**config.mk**
```make
export PLATFORM = sky130hd
export DESIGN_NAME = dpsb_sram
export DESIGN_NICKNAME = d
export VERILOG_FILES = /design/src/logic/dpsb_pkg.sv /design/src/logic/dpsb_edge_if.sv /design/src/logic/dpsb_sram.sv /design/src/logic/dpsb_edge_det.sv
export SDC_FILE = /design/constraint.sdc
export NUM_CORES = 1
export LEC_CHECK = 0
export BUFFER_PORTS_ARGS = -buffer_cell sky130_fd_sc_hd__buf_4
export CAP_MARGIN = 20
export CORE_ASPECT_RATIO = 0.5
export CORE_MARGIN = 3
export CORE_UTILIZATION = 48
export CTS_BUF_LIST = sky130_fd_sc_hd__clkbuf_4 sky130_fd_sc_hd__clkbuf_8
export DETAILED_ROUTE_END_ITERATION = 8
export HOLD_SLACK_MARGIN = 0.12
export PLACE_DENSITY = 0.72
export SYNTH_ARGS = -nofsm -noshare
export SYNTH_HDL_FRONTEND = slang
export SYNTH_SLANG_ARGS = --single-unit
```
**constraint.sdc**
```tcl
create_clock -name CLK_I -period 6.1 [get_ports CLK_I]
set_clock_uncertainty 0.15 [all_clocks]
set_input_delay 0.61 -clock CLK_I [delete_from_list [all_inputs] [get_ports CLK_I]]
set_output_delay 0.61 -clock CLK_I [all_outputs]
set_load 0.05 [all_outputs]
```
**src/logic/dpsb_pkg.sv**
```systemverilog
package dpsb_pkg;

   // ----------------------------------------------------------------------
   // Geometry of the memory block.
   // ----------------------------------------------------------------------
   localparam int DPSB_ADDR_W = 6;
   localparam int DPSB_DATA_W = 8;
   localparam int DPSB_NIB_W = 4;
   localparam int DPSB_BYTE_ADDR_W = 5;
   localparam int DPSB_NIB_DEPTH = 64;
   localparam logic [7:0] DPSB_RD_RESET = 8'h00;

endpackage : dpsb_pkg

```
**src/logic/dpsb_edge_if.sv**
```systemverilog
`timescale 1ns/1ps

// Carries one port clock pin, its polarity choice and the edge strobe.
interface dpsb_edge_if;
   logic pin;
   logic pol_high;
   logic strobe;

   modport det
   (
      input pin,
      input pol_high,
      output strobe
   );

   modport user
   (
      output pin,
      output pol_high,
      input strobe
   );
endinterface : dpsb_edge_if

```
**src/logic/dpsb_sram.sv**
```systemverilog
`timescale 1ns/1ps

// How it works
// - 256 bits, as 32x8 or 64x4.
// - Read and write ports work independently.
// - Six-bit addresses select 64 nibbles.
// - Byte mode ignores the address MSB.
// - Own port clocks, each polarity selectable.
// - Eight-bit data in and out; nibble uses four.
module dpsb_sram
#(
   parameter int ADDR_W = dpsb_pkg::DPSB_ADDR_W,
   parameter int DATA_W = dpsb_pkg::DPSB_DATA_W
)
(
   input wire logic CLK_I,
   input wire logic RST_N_I,
   input wire logic CE_I,
   input wire logic BYTE_MODE_I,
   input wire logic WRITE_CLK_I,
   input wire logic WRITE_CLK_POL_I,
   input wire logic WRITE_EN_I,
   input wire logic [dpsb_pkg::DPSB_ADDR_W-1:0] WRITE_ADDR_I,
   input wire logic [dpsb_pkg::DPSB_DATA_W-1:0] WRITE_DATA_IN_I,
   input wire logic READ_CLK_I,
   input wire logic READ_CLK_POL_I,
   input wire logic [dpsb_pkg::DPSB_ADDR_W-1:0] READ_ADDR_I,
   output logic [dpsb_pkg::DPSB_DATA_W-1:0] READ_DATA_O
);
   import dpsb_pkg::*;

   localparam int NW = DPSB_NIB_W;

   // ----------------------------------------------------------------------
   // Storage and port clock detection.
   // ----------------------------------------------------------------------

   logic [NW-1:0] mem [DPSB_NIB_DEPTH];
   logic write_go;
   logic read_go;
   logic [ADDR_W-1:0] write_lo;
   logic [ADDR_W-1:0] read_lo;

   dpsb_edge_if wr_if ();
   dpsb_edge_if rd_if ();

   // Each port clock pin is paired with its own polarity choice.
   assign wr_if.pin = WRITE_CLK_I;
   assign wr_if.pol_high = WRITE_CLK_POL_I;
   assign rd_if.pin = READ_CLK_I;
   assign rd_if.pol_high = READ_CLK_POL_I;

   dpsb_edge_det u_wr_edge
   (
      .clk_i(CLK_I),
      .rst_n_i(RST_N_I),
      .ce_i(CE_I),
      .port(wr_if.det)
   );

   dpsb_edge_det u_rd_edge
   (
      .clk_i(CLK_I),
      .rst_n_i(RST_N_I),
      .ce_i(CE_I),
      .port(rd_if.det)
   );

   // Maps a port address to the index of its lower nibble.
   function automatic logic [ADDR_W-1:0] lo_index
   (
      input logic [ADDR_W-1:0] addr,
      input logic byte_mode
   );
      if (byte_mode)
         lo_index = {addr[DPSB_BYTE_ADDR_W-1:0], 1'b0};
      else
         lo_index = addr;
   endfunction : lo_index

   // Strobes and addresses of the two independent ports.
   assign write_go = wr_if.strobe && WRITE_EN_I && RST_N_I;
   assign read_go = rd_if.strobe && RST_N_I;
   assign write_lo = lo_index(WRITE_ADDR_I, BYTE_MODE_I);
   assign read_lo = lo_index(READ_ADDR_I, BYTE_MODE_I);

   // ----------------------------------------------------------------------
   // Write port.
   // ----------------------------------------------------------------------

   // Stores a byte into two nibbles, or one nibble; contents survive reset.
   always_ff @(posedge CLK_I)
   begin
      if (write_go)
      begin
         mem[write_lo] <= WRITE_DATA_IN_I[NW-1:0];
         if (BYTE_MODE_I)
            mem[write_lo | 6'h01] <= WRITE_DATA_IN_I[DATA_W-1:NW];
      end
   end

   // ----------------------------------------------------------------------
   // Read port.
   // ----------------------------------------------------------------------

   // Registers the addressed word; nibble mode zeroes the upper bits.
   always_ff @(posedge CLK_I)
   begin
      if (!RST_N_I)
         READ_DATA_O <= DPSB_RD_RESET;
      else if (read_go)
      begin
         if (BYTE_MODE_I)
            READ_DATA_O <= {mem[read_lo | 6'h01], mem[read_lo]};
         else
            READ_DATA_O <= {4'h0, mem[read_lo]};
      end
   end

   // ----------------------------------------------------------------------
   // Checks.
   // ----------------------------------------------------------------------

   logic last_valid;
   logic last_byte;
   logic [ADDR_W-1:0] last_addr;
   logic [DATA_W-1:0] last_data;
   logic addr_hit;

   // Remembers the most recent write for read-back checks.
   always_ff @(posedge CLK_I)
   begin
      if (!RST_N_I)
         last_valid <= 1'b0;
      else if (write_go)
      begin
         last_valid <= 1'b1;
         last_byte <= BYTE_MODE_I;
         last_addr <= WRITE_ADDR_I;
         last_data <= WRITE_DATA_IN_I;
      end
   end

   // A read hits the last write when the compared address bits agree.
   assign addr_hit = last_valid && (last_byte == BYTE_MODE_I) &&
      (BYTE_MODE_I ?
       (READ_ADDR_I[4:0] == last_addr[4:0]) : (READ_ADDR_I == last_addr));
endmodule : dpsb_sram

```
**src/logic/dpsb_edge_det.sv**
```systemverilog
`timescale 1ns/1ps

module dpsb_edge_det
(
   input wire logic clk_i,
   input wire logic rst_n_i,
   input wire logic ce_i,
   dpsb_edge_if.det port
);

   logic prev;

   // -------------------------------------------------------------------
   // Edge detection.
   // -------------------------------------------------------------------

   // Keeps the pin value seen at the previous enabled clock edge.
   always_ff @(posedge clk_i)
   begin
      if (!rst_n_i)
         prev <= 1'b0;
      else if (ce_i)
         prev <= port.pin;
   end

   // Picks the rising or the falling transition as the active edge.
   assign port.strobe = ce_i &&
      (port.pol_high ? (port.pin && !prev) : (!port.pin && prev));
endmodule : dpsb_edge_det

```
==> results.py <==
metrics = {
    "timing": {
        "fin_crit_ps": 3350,
        "timing.fmax_ghz": 0.298,
        "hold_slack_ps": 130,
        "fin_crit_sh": 0.550,
        "rsz0062_at_grt": "false",
        "setup_ws_ps": 2750,
        "finalHoldViolCount": 0,
        "finalMaxSlewViolations": 0,
        "tns_ps": 0,
        "slew_headroom": 0.152,
        "setup_viol": 0,
        "worstMarginPinSlew_ps": 1260,
    },
    "routing": {
        "vias_per_cell": 7.13,
        "wirelength_um": 55700,
        "ant_nets": 0,
        "drc": 0,
        "drt_iter0_markers": 2231,
        "post_drt_wl_per_cell_um": 30.5,
        "drtPass1Iterations": 6,
        "via_count": 13000,
    },
    "finish": {
        "diodes": 0,
        "fin_area_um2": 16900,
        "layout_common_cells": "edfxtp_1 (256), mux2_2 (181), nor2_1 (141)",
        "fin_cells": 1825,
        "final_util": 0.525,
        "drive_above_1_share": 0.233,
        "layout-area-overhead-vs-synth_pct": 5.98,
        "nNetsFinal": 1395,
        "layout_commonest_cell": "edfxtp_1",
    },
    "yosys": {
        "synthTopCellsByArea": "edfxtp_1 (48%), mux2_2 (13%), mux2i_1 (4.3%)",
        "netlist_instances": 1400,
        "syn_area_per_cell_um2": 11.4,
        "synth_cell_type_count": 76,
        "seq_area_frac_synth": 0.494,
        "ys_ff_latch": 266,
        "async_reset_ff_frac": 0,
        "synth_top_cell_by_area": "edfxtp_1",
        "synth_ff_type": "edfxtp_1",
        "syn_area_um2": 16000,
        "ys_warn_count": 0,
        "syn-num-nets": 1429,
        "synth_edf_count": 256,
        "yosys.area.top_type_share": 0.482,
    },
    "grt": {
        "antenna_found_initial": 1,
        "grt_overflow": 0,
        "track_usage": 0.307,
        "grt_pass1_wl_um": 81500,
        "grt_pass1_vias": 12200,
        "grt_start_max_net_pins": 79,
    },
    "clock_tree": {
        "numCtsBuffers": 40,
        "clk_latency_ps": 580,
        "ctsResizeCount": 0,
        "clk_pin_slew_worst_paths_ps": 80,
        "htreeDepth": 2,
        "cts_setup_buffers": 0,
        "clk_path_buf_depth": 3,
        "cts_sinks": 266,
        "cts_tree": "done",
        "ctsHoldBuffers": 0,
        "root_buffer": "clkbuf_8",
    },
    "placed_design": {
        "dp_hpwl_um": 36900,
        "portBuffers": 36,
        "gp_congestion": 1.03,
        "placed_cells": 1754,
        "place_area_um2": 16100,
        "dpl_worst_slack_ps": 2310,
    },
    "floorplan": {
        "die_w_um": 264,
        "io-pin-count": 37,
        "rows": 46,
        "die_area_um2": 35600,
        "start_util": 0.496,
        "core_region_area_um2": 32200,
        "die_h_um": 135,
    },
    "critical_path": {
        "crit_type": "in2reg",
        "crit_chain": "buf_4, or2_1, buf_4, o221ai_1, a22o_1, mux4_2, o22ai_1, a32o_1",
        "end_kind": "flip-flop",
        "crit_path_start": "BYTE_MODE_I",
        "cpMaxStageDelayCell": "or2_1",
        "startpoint_type": "input pin",
        "path_common_cell": "buf_4",
        "required_ps": 6490,
        "crit_fanout": 78,
        "reg2reg_from": "u_wr_edge.prev$_SDFFE_PN0P_",
        "max_stage_delay_ps": 740,
        "cp.arrival_ps": 3740,
    },
    "power": {
        "power.switching_mw": 1.11,
        "p_comb_frac": 0.140,
        "sequentialPowerShare": 0.494,
        "peakVddDrop_uv": 118,
        "pwr-share-clk": 0.366,
        "total_power_mw": 4.06,
        "p_leak_nw": 5.52,
        "powerDensity_nw_per_um2": 240,
        "intPower_mw": 2.95,
        "sw_frac_of_total": 0.273,
    },
    "worst_hold_path": {
        "min_from": "RST_N_I",
        "hp-class": "in2reg",
    },
    "flow_run": {
        "drv_cap": 0,
    },
    "run_status": {
        "status": "finished, final reports clean",
    },
}
final cells by class:
class | instances | area, µm²
clock buffers | 50 | 632
clock inverters | 19 | 133
fillers | 2701 | 15300
inverters | 12 | 45.0
multi-input cells | 989 | 7220
flip-flops and latches | 266 | 7890
well taps | 432 | 541
repair buffers | 57 | 452
critical path: cells and delay by family:
family | cells | cell delay, ps
and+or+nand+nor | 1 | 740
muxes | 1 | 480
buffers and inverters | 2 | 990
AOI/OAI and AO/OA | 4 | 860
cells in the mapped netlist (12+ instances only):
| master | count |
|---|---|
| nor3_1 | 22 |
| nor2b_1 | 18 |
| o22ai_1 | 49 |
| nor2_1 | 141 |
| edfxtp_1 | 256 |
| a221oi_1 | 16 |
| buf_4 | 24 |
| mux2i_1 | 68 |
| nand2_1 | 86 |
| mux2_2 | 181 |
| o221ai_1 | 46 |
| a21oi_1 | 85 |
| o21ai_0 | 54 |
| buf_6 | 13 |
| a2bb2oi_1 | 12 |
| clkbuf_1 | 47 |
| nand2b_1 | 18 |
| buf_2 | 43 |
| a22oi_1 | 12 |
| nand3_1 | 13 |
metal layers:
| metal | global-route usage | up-vias | wire length, µm | share of wire |
|---|---|---|---|---|
| met4 | 0.112 | 4 | 2010 | 0.036 |
| met5 | 0 | - | 20 | 0.00036 |
| li1 | - | 5380 | - | - |
| met1 | 0.436 | 6332 | 21900 | 0.39 |
| met3 | 0.0930 | 171 | 8520 | 0.15 |
| met2 | 0.444 | 1129 | 23300 | 0.42 |
logic make-up (layout without fill, tap and decap cells):
logic type / count (synthesis) / count (layout) / synth area share
simple gates: 339 / 339 / 0.0956
flops: 266 / 266 / 0.494
mux: 267 / 267 / 0.190
buf+inv: 145 / 138 / 0.0534
compound gates: 383 / 383 / 0.167
power by group through the flow:
| stage | clock network [mW] | registers [mW] | logic, mW |
|---|---|---|---|
| after global placement | 0 | 2.05 | 0.530 |
| after floorplan | 0 | 2.05 | 0.359 |
| final | 1.49 | 2.01 | 0.567 |
| after detailed placement | 0 | 2.05 | 0.538 |
| after global routing | 1.56 | 2.01 | 0.586 |
| after CTS | 1.48 | 2.01 | 0.539 |
registers in the layout, summed over array words and instances (netlist names):
signal / cells
READ_DATA_O: 8
mem: 256
u_rd_edge.prev: 1
u_wr_edge.prev: 1
worst paths after layout:
path | to | cells after the start | slack (ps)
worst max register to register | mem[57][1]$_DFFE_PP_ | 6 | 2910
worst min register to register | READ_DATA_O[4]$_SDFFE_PN0P_ | 2 | 360
worst min-delay path | u_rd_edge.prev$_SDFFE_PN0P_ | 2 | 130
worst max-delay path | READ_DATA_O[5]$_SDFFE_PN0P_ | 8 | 2750
Note: power is estimated with default switching activity, not from simulation.
